<file path="src/logic/chopper_defines.svh">
// Purpose: Named constants for the chopper current control block
// Assumes: clk at 250 MHz, chopping oscillator arrives as a pin level
// Notes:   Times in ns, cycle counts derived from the clock period
`ifndef CHOPPER_DEFINES_SVH
`define CHOPPER_DEFINES_SVH

`define CLK_PERIOD_NS        4
// Fixed analog-style blank after switching in stepping mode
`define ANALOG_BLANK_NS      550
`define ANALOG_BLANK_CYC     ((`ANALOG_BLANK_NS + `CLK_PERIOD_NS - 1) / `CLK_PERIOD_NS)
// Chopping period in oscillator periods
`define CHOP_PERIOD_OSC      16
// Charge held at DC start (25 % of the 16-period chopping period)
`define DC_START_CHARGE_OSC  4
// Fast decay share: 37.5 % of 16 periods
`define FAST_DECAY_OSC       6
// Over-current dead band and latest shutdown, in oscillator periods
`define OC_DEAD_BAND_OSC     4
`define OC_LATEST_OSC        8
// Dead time between phase changes in clk cycles
`define GATE_DEAD_CYC        2
// Digital blank codes from the mode-select setting
`define BLANK_SEL_2OSC       2'h0
`define BLANK_SEL_4OSC       2'h1
`define BLANK_SEL_6OSC       2'h2
`define BLANK_SEL_8OSC       2'h3

`endif

</file>
<file path="src/logic/chopper_pkg.sv">
// Purpose: Types shared by the chopper current control files
// Assumes: nothing
// Notes:   Phase codes drive the gate map
package chopper_pkg;
  typedef enum logic [1:0] {
    PH_CHARGE = 2'b00,
    PH_SLOW   = 2'b01,
    PH_FAST   = 2'b10,
    PH_OFF    = 2'b11
  } phase_t;
endpackage

</file>
<file path="src/logic/pin_sync.sv">
// Purpose: Two-flop synchroniser for one pin level
// Assumes: asynchronous input
// Notes:   First stage is read only by the second
`timescale 1ns/10ps
module pin_sync (
  // Clock and reset
  input  wire logic clk,
  input  wire logic rst_n,
  input  wire logic ce,
  // Pin level in and synchronised level out
  input  wire logic din,
  output logic      dout
);
  logic meta_q;

  always_ff @(posedge clk or negedge rst_n) begin
    if (!rst_n) begin
      meta_q <= 1'b0;
      dout   <= 1'b0;
    end else if (ce) begin
      meta_q <= din;
      dout   <= meta_q;
    end
  end
endmodule

</file>
<file path="src/logic/osc_counter.sv">
// Purpose: Counter of chopping oscillator periods with terminal flag
// Assumes: tick is a one-cycle pulse per oscillator period
// Notes:   Restart loads zero; done holds once the count reaches limit
`timescale 1ns/10ps
module osc_counter #(
  parameter int WIDTH = 4
) (
  // Clock and reset
  input  wire logic             clk,
  input  wire logic             rst_n,
  input  wire logic             ce,
  // Control
  input  wire logic             restart,
  input  wire logic             tick,
  input  wire logic [WIDTH-1:0] limit,
  // Status
  output logic                  done,
  output logic      [WIDTH-1:0] count
);
  initial begin
    if (WIDTH < 2) $error("osc_counter WIDTH too small");
  end

  always_ff @(posedge clk or negedge rst_n) begin
    if (!rst_n) begin
      count <= '0;
    end else if (ce) begin
      if (restart) begin
        count <= '0;
      end else if (tick && count != limit) begin
        count <= count + 1'b1;
      end
    end
  end

  assign done = (count == limit);
endmodule

</file>
<file path="src/logic/chopper_current_control.sv">
// Purpose: PWM chopper sequencer for one H-bridge with over-current latch
// Assumes: oscillator, comparator and DC inputs are pins (synchronised)
// Notes:   Gates are active high; all gates low while shut down or idle
`timescale 1ns/10ps
`include "chopper_defines.svh"

// Notes on behaviour
// RL1 - Forward gate map for three phases
// RL2 - Reverse gate map for three phases
// RL3 - Phases chosen autonomously for constant current
// RL4 - Charge, then slow, then fast, repeat
// RL5 - Timing counted from oscillator clock ticks
// RL6 - Ignore over-current for four-period dead band
// RL7 - Shutdown four to eight periods after onset
// RL8 - DC mode digital blank masks detection
// RL9 - Blank length from initial mode select
// RL10 - Stepping mode: no digital blank
// RL11 - Stepping mode: fixed 550 ns blank
// RL12 - Shutdown holds until reset or standby
// RL13 - DC start: hold charge four periods
// RL14 - DC blank after PWM/direction edge, charge
// RL15 - Chopping period is sixteen oscillator periods
// RL16 - No shoot-through during phase changes
module chopper_current_control (
  // Clock, enable, reset
  input  wire logic clk,
  input  wire logic ce,
  input  wire logic rst_n,
  // Mode and control pins
  input  wire logic standby,
  input  wire logic dc_mode,
  input  wire logic [1:0] blank_sel,
  input  wire logic direction,
  input  wire logic pwm_in,
  // Oscillator and sense comparators
  input  wire logic chop_oscillator_clock,
  input  wire logic current_limit_reached,
  input  wire logic overcurrent_in,
  // Bridge gates and status
  output logic      high_side_gate_a,
  output logic      high_side_gate_b,
  output logic      low_side_gate_a,
  output logic      low_side_gate_b,
  output logic      overcurrent_shutdown,
  output chopper_pkg::phase_t phase_q
);
  import chopper_pkg::*;

  logic       osc_s, lim_s, oc_s, dir_s, pwm_s, stby_s, dc_s;
  logic       osc_prev_q, tick;
  logic       dir_prev_q, pwm_prev_q, in_edge;
  logic [3:0] per_q;
  logic       per_end;
  logic [1:0] blank_sel_q;
  logic       sel_taken_q;
  logic [3:0] dblank_lim;
  logic       dblank_restart, dblank_done;
  logic [3:0] dblank_cnt;
  logic [9:0] ablank_q;
  logic       blank_act;
  logic       oc_restart, oc_done;
  logic [3:0] oc_cnt;
  logic       start_q;
  logic       limit_hit_q;
  phase_t     phase_d;
  phase_t     gate_ph_q;
  logic [1:0] dead_q;
  logic       run;

  // Synchronise pin inputs
  pin_sync u_s_osc (.clk(clk), .rst_n(rst_n), .ce(ce),
                    .din(chop_oscillator_clock), .dout(osc_s));
  pin_sync u_s_lim (.clk(clk), .rst_n(rst_n), .ce(ce),
                    .din(current_limit_reached), .dout(lim_s));
  pin_sync u_s_oc  (.clk(clk), .rst_n(rst_n), .ce(ce),
                    .din(overcurrent_in), .dout(oc_s));
  pin_sync u_s_dir (.clk(clk), .rst_n(rst_n), .ce(ce),
                    .din(direction), .dout(dir_s));
  pin_sync u_s_pwm (.clk(clk), .rst_n(rst_n), .ce(ce),
                    .din(pwm_in), .dout(pwm_s));
  pin_sync u_s_stb (.clk(clk), .rst_n(rst_n), .ce(ce),
                    .din(standby), .dout(stby_s));
  pin_sync u_s_dc  (.clk(clk), .rst_n(rst_n), .ce(ce),
                    .din(dc_mode), .dout(dc_s));

  // RL5 oscillator tick edge
  always_ff @(posedge clk or negedge rst_n) begin
    if (!rst_n) begin
      osc_prev_q <= 1'b0;
      dir_prev_q <= 1'b0;
      pwm_prev_q <= 1'b0;
    end else if (ce) begin
      osc_prev_q <= osc_s;
      dir_prev_q <= dir_s;
      pwm_prev_q <= pwm_s;
    end
  end
  assign tick    = osc_s & ~osc_prev_q;
  assign in_edge = (dir_s ^ dir_prev_q) | (pwm_s ^ pwm_prev_q);
  assign run     = ~stby_s & ~overcurrent_shutdown & (~dc_s | pwm_s);

  // RL15 sixteen-period chopping frame
  always_ff @(posedge clk or negedge rst_n) begin
    if (!rst_n) begin
      per_q <= 4'h0;
    end else if (ce) begin
      if (!run) begin
        per_q <= 4'h0;
      end else if (tick) begin
        per_q <= per_q + 4'h1;
      end
    end
  end
  assign per_end = tick &&
                   (per_q == 4'(`CHOP_PERIOD_OSC - 1));

  // RL9 blank length caught once after reset release
  always_ff @(posedge clk or negedge rst_n) begin
    if (!rst_n) begin
      blank_sel_q <= `BLANK_SEL_4OSC;
      sel_taken_q <= 1'b0;
    end else if (ce && !sel_taken_q) begin
      blank_sel_q <= blank_sel;
      sel_taken_q <= 1'b1;
    end
  end

  always_comb begin
    unique case (blank_sel_q)
      `BLANK_SEL_2OSC: dblank_lim = 4'h2;
      `BLANK_SEL_4OSC: dblank_lim = 4'h4;
      `BLANK_SEL_6OSC: dblank_lim = 4'h6;
      `BLANK_SEL_8OSC: dblank_lim = 4'h8;
    endcase
  end

  // RL14 digital blank restarts on edges and charge start
  assign dblank_restart = in_edge ||
                          (phase_q != PH_CHARGE && phase_d == PH_CHARGE);

  // RL8 digital blank counter in oscillator periods
  osc_counter #(.WIDTH(4)) u_dblank (
    .clk(clk), .rst_n(rst_n), .ce(ce),
    .restart(dblank_restart), .tick(tick), .limit(dblank_lim),
    .done(dblank_done), .count(dblank_cnt));

  // RL11 fixed blank after every phase change
  always_ff @(posedge clk or negedge rst_n) begin
    if (!rst_n) begin
      ablank_q <= 10'h000;
    end else if (ce) begin
      if (phase_d != phase_q) begin
        ablank_q <= 10'(`ANALOG_BLANK_CYC);
      end else if (ablank_q != 10'h000) begin
        ablank_q <= ablank_q - 10'h001;
      end
    end
  end

  // RL10 digital blank only masks in DC mode
  assign blank_act = (ablank_q != 10'h000) || (dc_s && !dblank_done);

  // RL13 each DC frame opens with four charge periods
  always_ff @(posedge clk or negedge rst_n) begin
    if (!rst_n) begin
      start_q <= 1'b1;
    end else if (ce) begin
      if (!run || per_end) begin
        start_q <= 1'b1;
      end else if (tick &&
                   per_q == 4'(`DC_START_CHARGE_OSC - 1)) begin
        start_q <= 1'b0;
      end
    end
  end

  always_ff @(posedge clk or negedge rst_n) begin
    if (!rst_n) begin
      limit_hit_q <= 1'b0;
    end else if (ce) begin
      limit_hit_q <= lim_s && !blank_act && phase_q == PH_CHARGE;
    end
  end

  // RL3 autonomous phase choice
  // RL4 charge, slow, fast, charge
  always_comb begin
    phase_d = phase_q;
    if (!run) begin
      phase_d = PH_OFF;
    end else begin
      unique case (phase_q)
        PH_OFF: phase_d = PH_CHARGE;
        PH_CHARGE: begin
          if (limit_hit_q && !(dc_s && start_q)) begin
            phase_d = PH_SLOW;
          end
          if (tick && per_q == 4'(`CHOP_PERIOD_OSC
                                  - `FAST_DECAY_OSC - 1)
              && limit_hit_q) begin
            phase_d = PH_FAST;
          end
        end
        PH_SLOW: begin
          if (tick && per_q == 4'(`CHOP_PERIOD_OSC
                                  - `FAST_DECAY_OSC - 1)) begin
            phase_d = PH_FAST;
          end
        end
        PH_FAST: begin
          if (per_end) begin
            phase_d = PH_CHARGE;
          end
        end
      endcase
    end
  end

  always_ff @(posedge clk or negedge rst_n) begin
    if (!rst_n) begin
      phase_q <= PH_OFF;
    end else if (ce) begin
      phase_q <= phase_d;
    end
  end

  // RL6 dead band and RL7 shutdown timer
  // RL8 only the digital blank masks over-current, so the fixed
  // blank after each phase change cannot stretch past eight periods
  assign oc_restart = !oc_s || (dc_s && !dblank_done);
  osc_counter #(.WIDTH(4)) u_oc (
    .clk(clk), .rst_n(rst_n), .ce(ce),
    .restart(oc_restart), .tick(tick),
    .limit(4'(`OC_DEAD_BAND_OSC)),
    .done(oc_done), .count(oc_cnt));

  // RL12 latched shutdown, cleared by standby or reset
  always_ff @(posedge clk or negedge rst_n) begin
    if (!rst_n) begin
      overcurrent_shutdown <= 1'b0;
    end else if (ce) begin
      if (stby_s) begin
        overcurrent_shutdown <= 1'b0;
      end else if (oc_done && tick) begin
        overcurrent_shutdown <= 1'b1;
      end
    end
  end

  // RL16 dead time: all gates off between phases
  always_ff @(posedge clk or negedge rst_n) begin
    if (!rst_n) begin
      gate_ph_q <= PH_OFF;
      dead_q    <= 2'h0;
    end else if (ce) begin
      if (phase_q != gate_ph_q && dead_q == 2'h0) begin
        dead_q    <= 2'(`GATE_DEAD_CYC);
        gate_ph_q <= PH_OFF;
      end else if (dead_q > 2'h1) begin
        dead_q <= dead_q - 2'h1;
      end else if (dead_q == 2'h1) begin
        dead_q    <= 2'h0;
        gate_ph_q <= phase_q;
      end
    end
  end

  // RL1 forward map, RL2 reverse map
  always_ff @(posedge clk or negedge rst_n) begin
    if (!rst_n) begin
      high_side_gate_a <= 1'b0;
      high_side_gate_b <= 1'b0;
      low_side_gate_a  <= 1'b0;
      low_side_gate_b  <= 1'b0;
    end else if (ce) begin
      high_side_gate_a <= 1'b0;
      high_side_gate_b <= 1'b0;
      low_side_gate_a  <= 1'b0;
      low_side_gate_b  <= 1'b0;
      if (!overcurrent_shutdown && phase_q == gate_ph_q) begin
        unique case (gate_ph_q)
          PH_CHARGE: begin
            high_side_gate_a <= ~dir_s;
            low_side_gate_b  <= ~dir_s;
            high_side_gate_b <= dir_s;
            low_side_gate_a  <= dir_s;
          end
          PH_SLOW: begin
            low_side_gate_a <= 1'b1;
            low_side_gate_b <= 1'b1;
          end
          PH_FAST: begin
            high_side_gate_b <= ~dir_s;
            low_side_gate_a  <= ~dir_s;
            high_side_gate_a <= dir_s;
            low_side_gate_b  <= dir_s;
          end
          PH_OFF: begin
          end
        endcase
      end
    end
  end

  // RL16 no shoot-through on either half-bridge
  a_no_shoot: assert property (@(posedge clk) disable iff (!rst_n)
    !(high_side_gate_a && low_side_gate_a) &&
    !(high_side_gate_b && low_side_gate_b))
    else $error("shoot-through on a half-bridge");

  // RL12 shutdown latch keeps gates off
  a_sd_gates_off: assert property (@(posedge clk) disable iff (!rst_n)
    ce && overcurrent_shutdown |=> !high_side_gate_a && !high_side_gate_b &&
                             !low_side_gate_a && !low_side_gate_b)
    else $error("gate on during shutdown");

  // RL12 shutdown only leaves on standby
  a_sd_sticky: assert property (@(posedge clk) disable iff (!rst_n)
    ce && overcurrent_shutdown && !stby_s |=> overcurrent_shutdown)
    else $error("shutdown released without standby");

  // RL6 no shutdown before dead band counted
  a_oc_dead: assert property (@(posedge clk) disable iff (!rst_n)
    $rose(overcurrent_shutdown) |-> $past(oc_cnt) ==
      4'(`OC_DEAD_BAND_OSC))
    else $error("shutdown before dead band");

  // RL4 slow decay only follows charge
  a_order_slow: assert property (@(posedge clk) disable iff (!rst_n)
    phase_q == PH_SLOW && $past(phase_q) != PH_SLOW |->
      $past(phase_q) == PH_CHARGE)
    else $error("slow not entered from charge");

  // RL4 charge only follows fast or off
  a_order_chg: assert property (@(posedge clk) disable iff (!rst_n)
    phase_q == PH_CHARGE && $past(phase_q) != PH_CHARGE |->
      $past(phase_q) inside {PH_FAST, PH_OFF})
    else $error("charge entered from wrong phase");

  // RL1 forward charge gate pattern
  a_fwd_charge: assert property (@(posedge clk) disable iff (!rst_n)
    ce && !overcurrent_shutdown && phase_q == PH_CHARGE &&
    gate_ph_q == PH_CHARGE && !dir_s |=>
      high_side_gate_a && low_side_gate_b && !high_side_gate_b)
    else $error("forward charge pattern wrong");

  // RL2 reverse fast gate pattern
  a_rev_fast: assert property (@(posedge clk) disable iff (!rst_n)
    ce && !overcurrent_shutdown && phase_q == PH_FAST &&
    gate_ph_q == PH_FAST && dir_s |=>
      high_side_gate_a && low_side_gate_b && !low_side_gate_a)
    else $error("reverse fast pattern wrong");

  // RL11 no limit hit during fixed blank
  a_ablank: assert property (@(posedge clk) disable iff (!rst_n)
    ce && ablank_q != 10'h000 |=> !limit_hit_q)
    else $error("limit taken in blank");
endmodule

</file>
<file path="config.mk">
export PLATFORM = sky130hd
export DESIGN_NAME = chopper_current_control
export DESIGN_NICKNAME = d
export VERILOG_FILES = /design/src/logic/chopper_pkg.sv /design/src/logic/pin_sync.sv /design/src/logic/osc_counter.sv /design/src/logic/chopper_current_control.sv
export VERILOG_INCLUDE_DIRS = /design/src /design/src/logic
export SDC_FILE = /design/constraint.sdc
export NUM_CORES = 1
export LEC_CHECK = 0
export ABC_AREA = 1
export BUFFER_PORTS_ARGS = -buffer_cell sky130_fd_sc_hd__buf_2
export CORE_AREA = 2 2 84 66
export CTS_CLUSTER_SIZE = 20
export DETAILED_ROUTE_END_ITERATION = 8
export DIE_AREA = 0 0 86 68
export PLACE_DENSITY = 0.77
export SLEW_MARGIN = 20
export SYNTH_ARGS = -nofsm -noshare
export SYNTH_HDL_FRONTEND = slang
export SYNTH_SLANG_ARGS = --single-unit
</file>
<file path="constraint.sdc">
create_clock -name clk -period 3.6 [get_ports clk]
set_clock_uncertainty 0.05 [all_clocks]
set_input_delay 0.36 -clock clk [delete_from_list [all_inputs] [get_ports clk]]
set_output_delay 0.36 -clock clk [all_outputs]
set_load 0.005 [all_outputs]
</file>
==> results.py, run 1 <==
metrics = {
    "run_status": {
        "status": "completed",
    },
    "timing": {
        "timing.final.crit_period_ns": 1.93,
        "setup_viol": 0,
        "rsz0062_at_grt": "no",
        "max_freq_mhz": 519,
        "tightest_slew_ns": 0.822,
        "slew_headroom_pct": 45.2,
        "hold_viol": 0,
        "slew_violations": 0,
        "finalCritPeriodShare_pct": 53.5,
        "setup-tns-final_ns": 0,
    },
    "yosys": {
        "netlist_instances": 361,
        "async_flop_share_pct": 100,
        "yosys-top-cells-area": "dfrtp_1 (42%), nand2_1 (15%), dfstp_2 (5.4%)",
        "syn_area_um2": 2900,
        "synth-main-ff-cell": "dfrtp_1",
        "synth.avg_cell_area_um2": 8.04,
        "ys_top_cells_by_count": "nand2_1 (116), dfrtp_1 (49), inv_1 (33)",
        "ys_seq_area_share_pct": 47.7,
        "ys_types": 31,
        "ys_warn_count": 0,
        "synth.net_count": 380,
        "ys_ff_latch": 55,
        "synth_edf_count": 0,
        "synth_most_common_cell": "nand2_1",
        "post-synth-top-area-cell": "dfrtp_1",
        "synth_top_area_share_pct": 42.2,
    },
    "place": {
        "post_dp_cell_area_um2": 3040,
        "port_buffers": 18,
        "placed_cells": 434,
        "post-dp-hpwl_um": 3960,
        "place.gp.congestion": 0.893,
    },
    "detailed_routing": {
        "post_drt_wl_per_cell_um": 12.4,
        "drtIter0Drc": 115,
        "via_count": 2292,
        "via_per_inst": 5.19,
        "ant_nets": 0,
        "routed_wirelength_um": 5460,
        "firstDrtPassIters": 4,
        "drc": 0,
    },
    "clock_tree": {
        "path_clk_slew_ns": 0.09,
        "cts_resized": 0,
        "postCtsSetupBuffers": 0,
        "cts_root_buf": "clkbuf_8",
        "cts_tree": "done",
        "insertion_delay_ns": 0.30,
        "clock_sinks": 55,
        "postCtsHoldBufs": 0,
        "cts_made_buffers": 5,
        "clock_path_buffers": 2,
        "cts_max_level": 2,
    },
    "floorplan": {
        "start_util_pct": 57.0,
        "ios": 19,
        "die-area_um2": 5850,
        "coreArea_um2": 5090,
        "num_rows": 23,
        "die_h_um": 68,
        "fp.dieW_um": 86,
    },
    "worst_setup_path": {
        "worstPathArrival_ns": 2.12,
        "required_ns": 3.80,
        "startpoint_type": "flop",
        "path_class": "flop to flop",
        "endpoint_kind": "flop",
        "crit_fanout": 9,
    },
    "finish": {
        "nets": 398,
        "area_delta_synth_final_pct": 8.32,
        "drive_above_1_share_pct": 14.7,
        "final_cell_area_um2": 3140,
        "diodes": 0,
        "n_fill_cell": 441,
        "instances_no_fill": 442,
    },
    "hold_path": {
        "min_path_type": "input pin to async pin",
    },
    "grt": {
        "antenna_found_initial": 0,
        "grt_pass1_vias": 2068,
        "grt_pass1_wl_um": 9480,
        "grt.overflow.total": 0,
        "grt_usage_pct": 20.9,
        "grt_max_degree": 49,
    },
    "pwr": {
        "ir_drop_mv": 0.227,
        "power.density_nw_per_um2": 515,
        "leakagePower_nw": 1.61,
        "power.total_mw": 1.62,
    },
    "run": {
        "max_cap_viol_count": 0,
    },
}
[worst max-delay path, cell delays in order (launching register included)]
cell      delay, ns
dfrtp_1        0.43
inv_1          0.09
ha_1           0.19
nand2_1        0.13
nor3_2         0.27
nand3_2        0.14
clkinv_1       0.10
nand4_4        0.19
nand2_4        0.16
nand2_1        0.06
nand2_1        0.06
[routing by layer]
layer / GRT usage (%) / wire [µm] / vias to the layer above / part of all wire (%)
met4: 6.75 / 27 / 0 / 0.49
met5: 0 / 0 / - / 0
li1: - / - / 1187 / -
met3: 4.10 / 241 / 2 / 4.4
met1: 30.1 / 2750 / 1057 / 50
met2: 31.9 / 2440 / 46 / 45
[placed cells by master (no fill, tap or decap), types with 3 or more instances in the layout]
| cell type | netlist | routed |
|---|---|---|
| nand2_1 | 116 | 116 |
| dfrtp_1 | 49 | 49 |
| inv_1 | 33 | 33 |
| nor2_1 | 29 | 29 |
| buf_2 | 0 | 18 |
| nand3_1 | 17 | 17 |
| o21ai_1 | 16 | 16 |
| o21ai_0 | 13 | 13 |
| xor2_1 | 12 | 12 |
| nand4_1 | 10 | 10 |
| a21oi_1 | 8 | 8 |
| inv_2 | 7 | 7 |
| ha_1 | 7 | 7 |
| clkbuf_8 | 0 | 7 |
| dfstp_2 | 6 | 6 |
| nand3_2 | 5 | 5 |
| nor3_1 | 4 | 4 |
| nand2_4 | 3 | 3 |
| xnor2_1 | 3 | 3 |
[state kept, by name (all words and copies together) (netlist names), 2 cells and up]
name            flops
phase_q             2
blank_sel_q         2
per_q               4
ablank_q           10
gate_ph_q           2
dead_q              2
u_dblank.count      4
u_oc.count          4
[path summary, 6_finish.rpt]
path	from	to	slack (ns)	depth (start not counted)
hold reg to reg	sel_taken_q	sel_taken_q	0.41	2
min in group clk	current_limit_reached	u_s_lim.meta_q	0.20	3
setup / recovery	ablank_q[0]	ablank_q[4]	1.67	10
hold / removal	rst_n	u_oc.count[0]	0.09	1
max in group asynchronous	rst_n	u_s_osc.meta_q	2.66	2
setup reg to reg	ablank_q[0]	ablank_q[4]	1.67	10
[cell families (layout without fill, tap and decap cells)]
logic type	count (synthesis)	count (layout)	synth area share (%)
AO/OA/AOI/OAI	41	41	7.37
XOR/XNOR	15	15	4.53
adder cells (fa/ha/maj)	7	7	3.02
buffers and inverters	50	69	6.72
flip-flops	55	55	47.7
multiplexers	2	2	0.776
AND/OR/NAND/NOR	191	191	29.9
[power breakdown]
part	switching, mW	total [mW]	internal [mW]
logic	0.276	0.440	0.163
clock network	0.186	0.362	0.176
registers	0.0938	0.817	0.723
total	0.556	1.62	1.06
[area by class of cell]
class / count / area [µm²] / share of cell area [%]
timing repair buffer: 20 / 105 / 3.34
sequential: 55 / 1380 / 44.0
tap: 62 / 77.6 / 2.47
clock buffer: 8 / 100 / 3.18
inverter: 41 / 154 / 4.89
multi-input combinational: 256 / 1320 / 42.1
[stage by stage]
stage / util (%) / worst slack, ns / hold slack, ns
6_report: 61.7 / 1.67 / 0.0938
4_1_cts: 61.7 / 1.67 / 0.129
3_5_place_dp: 59.8 / 1.36 / 0.392
3_3_place_gp: 59.8 / 1.40 / 0.395
5_1_grt: 61.7 / 1.44 / 0.158
2_1_floorplan: - / 1.92 / 0.0144
Power figures use the tool's default switching activity.
==> inputs of run 2 (changes only) <==
--- a/config.mk
+++ b/config.mk
@@ -6,12 +6,12 @@
 export SDC_FILE = /design/constraint.sdc
 export NUM_CORES = 1
 export LEC_CHECK = 0
-export ABC_AREA = 1
+export ABC_AREA = 0
 export BUFFER_PORTS_ARGS = -buffer_cell sky130_fd_sc_hd__buf_2
-export CORE_AREA = 2 2 84 66
+export CORE_AREA = 2 2 82 65
 export CTS_CLUSTER_SIZE = 20
 export DETAILED_ROUTE_END_ITERATION = 8
-export DIE_AREA = 0 0 86 68
+export DIE_AREA = 0 0 84 67
 export PLACE_DENSITY = 0.77
 export SLEW_MARGIN = 20
 export SYNTH_ARGS = -nofsm -noshare
==> constraint.sdc (replaced) <==
create_clock -name clk -period 2 [get_ports clk]
set_clock_uncertainty 0.05 [all_clocks]
set_input_delay 0.2 -clock clk [delete_from_list [all_inputs] [get_ports clk]]
set_output_delay 0.2 -clock clk [all_outputs]
set_load 0.005 [all_outputs]
==> results.py, run 2 <==
metrics = {
    "yosys": {
        "ys_warn_count": 0,
        "synth.avg_cell_area_um2": 10.7,
        "yosys-top-cells-area": "dfrtp_1 (44%), mux2_2 (7.3%), dfstp_2 (5.6%)",
        "synth-main-ff-cell": "dfrtp_1",
        "ys_types": 57,
        "synth_edf_count": 0,
        "ys_seq_area_share_pct": 49.6,
        "ys_top_cells_by_count": "dfrtp_1 (49), nand2_1 (19), mux2_2 (18)",
        "post-synth-top-area-cell": "dfrtp_1",
        "netlist_instances": 261,
        "synth_top_area_share_pct": 43.9,
        "synth.net_count": 280,
        "async_flop_share_pct": 100,
        "synth_most_common_cell": "dfrtp_1",
        "ys_ff_latch": 55,
        "syn_area_um2": 2790,
    },
    "hold_path": {
        "min_path_type": "input pin to flop",
    },
    "worst_setup_path": {
        "required_ns": 2.23,
        "startpoint_type": "flop",
        "path_class": "flop to flop",
        "crit_fanout": 5,
        "max_stage_delay_ns": 0.57,
        "endpoint_kind": "flop",
        "crit_family": "compound AO/OA/AOI/OAI gates",
        "worstPathArrival_ns": 2.28,
        "cp_cell_sequence": "ha_4 > xor2_1 > or4_4 > a21bo_4 > o21ai_0 > a21o_1",
        "crit_buf_inv": 0,
        "crit_path_top_delay_cell": "dfstp_2",
    },
    "timing": {
        "rsz0062_at_grt": "yes",
        "setup_viol": 4,
        "max_freq_mhz": 487,
        "setup_slack_ns": -0.0516,
        "hold_viol": 0,
        "slew_headroom_pct": 59.9,
        "timing.final.crit_period_ns": 2.05,
        "slew_violations": 0,
        "finalCritPeriodShare_pct": 103,
        "tightest_slew_ns": 0.599,
    },
    "detailed_routing": {
        "via_per_inst": 5.77,
        "routed_wirelength_um": 5850,
        "via_count": 2146,
        "ant_nets": 0,
        "drtIter0Drc": 75,
        "drc": 0,
        "firstDrtPassIters": 4,
        "post_drt_wl_per_cell_um": 15.7,
    },
    "grt": {
        "grt_usage_pct": 22.6,
        "grt_max_degree": 35,
        "grt.overflow.total": 0,
        "grt_pass1_wl_um": 9860,
        "grt_pass1_vias": 2128,
        "antenna_found_initial": 0,
    },
    "run": {
        "max_cap_viol_count": 0,
    },
    "clock_tree": {
        "cts_max_level": 2,
        "insertion_delay_ns": 0.33,
        "cts_made_buffers": 5,
        "clock_path_buffers": 2,
        "path_clk_slew_ns": 0.11,
        "clock_sinks": 55,
        "cts_tree": "done",
        "cts_root_buf": "clkbuf_8",
    },
    "finish": {
        "diodes": 0,
        "top_register": "ablank_q",
        "drive_above_1_share_pct": 36.5,
        "nets": 330,
        "final_cell_area_um2": 3440,
        "largest_reg_flops": 10,
        "final_cell_mix": "dfrtp_1 (49), buf_4 (34), nand2_1 (18), buf_2 (18)",
        "n_fill_cell": 360,
        "area_delta_synth_final_pct": 23.3,
        "final_common_cell": "dfrtp_1",
    },
    "floorplan": {
        "fp.dieW_um": 84,
        "die-area_um2": 5630,
        "num_rows": 22,
        "die_h_um": 67,
        "ios": 19,
        "coreArea_um2": 4760,
        "start_util_pct": 58.6,
    },
    "pwr": {
        "ir_drop_mv": 0.660,
        "power.density_nw_per_um2": 1040,
        "switching_share_pct": 33.8,
        "combPwrFrac_pct": 33.4,
        "switchingPower_mw": 1.21,
        "leakagePower_nw": 1.53,
        "p_int_mw": 2.37,
        "power.total_mw": 3.58,
        "seq_power_share_pct": 44.4,
        "p_clk_share_pct": 22.3,
    },
    "run_status": {
        "failed_checks": "setup timing",
        "status": "finished, violations left",
    },
    "place": {
        "post_dp_cell_area_um2": 3180,
        "port_buffers": 18,
        "place.gp.congestion": 0.821,
        "post-dp-hpwl_um": 4040,
    },
}
## run 2: changes by cell type in the layout (fill, tap and decap cells not counted), sizes merged, moves of 8 or more
cell / delta
nand4: -8
nor2: -14
inv: -27
nand2: -99
buf: +33
o21ai: -15
mux2: +16
nand3: -18
## run 2: final timing paths
path | from | to | slack, ns | cells after the start
max | blank_sel_q[0] | u_oc.count[3] | -0.05 | 6
min | dc_mode | u_s_dc.meta_q | 0.04 | 2
max reg2reg | blank_sel_q[0] | u_oc.count[3] | -0.05 | 6
min reg2reg | low_side_gate_a | low_side_gate_a | 0.44 | 1
max in group asynchronous | rst_n | blank_sel_q[0] | 0.94 | 3
min in group asynchronous | rst_n | u_s_lim.meta_q | 0.33 | 2
## run 2: kinds of logic (layout without fill, tap and decap cells)
family | Yosys count | count (layout) | synth area share [%]
xor+xnor | 15 | 15 | 4.71
mux | 22 | 22 | 8.70
compound gates | 59 | 59 | 14.5
flops | 55 | 55 | 49.6
fa+ha+maj | 7 | 7 | 3.14
buf+inv | 23 | 74 | 3.45
simple gates | 80 | 80 | 16.0
## run 2: per-stage QoR
step | utilization (%) | TNS (ns) | setup WS [ns] | hold slack (ns) | instances
4_1_cts | 70.9 | -0.118 | -0.0436 | 0.0422 | 370
5_1_grt | 72.3 | -0.443 | -0.100 | 0.0318 | 372
2_1_floorplan | - | -0.0122 | -0.0122 | -0.146 | 261
6_report | 72.3 | -0.0843 | -0.0516 | 0.0430 | 372
3_5_place_dp | 66.8 | -0.318 | -0.0613 | 0.162 | 359
3_3_place_gp | 66.8 | -0.101 | -0.0307 | 0.154 | 359
## run 2: power by group through the flow
stage	clock, mW	sequential [mW]	combinational, mW
floorplan	0	1.51	0.721
global placement	0	1.58	1.05
detailed placement	0	1.59	1.08
CTS	0.808	1.58	1.14
global route	0.859	1.62	1.31
finish	0.796	1.59	1.19
## run 2: cell type report
class | count | area [µm²] | share of cell area [%]
clock buffers | 5 | 68.8 | 2.00
clock inverters | 3 | 50.0 | 1.45
inverters | 12 | 45.0 | 1.31
multi-input cells | 183 | 1440 | 41.9
flip-flops and latches | 55 | 1380 | 40.2
well taps | 60 | 75.1 | 2.18
repair buffers | 54 | 375 | 10.9
## run 2: routing by layer
layer / track usage, % / vias to the layer above / wire length [µm]
met5: 0 / - / 0
met4: 8.06 / 0 / 68
met3: 4.58 / 8 / 230
met2: 35.5 / 47 / 2680
met1: 31.3 / 1059 / 2860
li1: - / 1032 / -
## run 2: repair_timing
item	4_1_cts	5_1_grt
pin swaps	4	4
endpoints found under the setup margin	9	16
hold endpoints to repair	17	0
hold buffers	1	0
resized for setup	9	12
buffers inserted	2	2
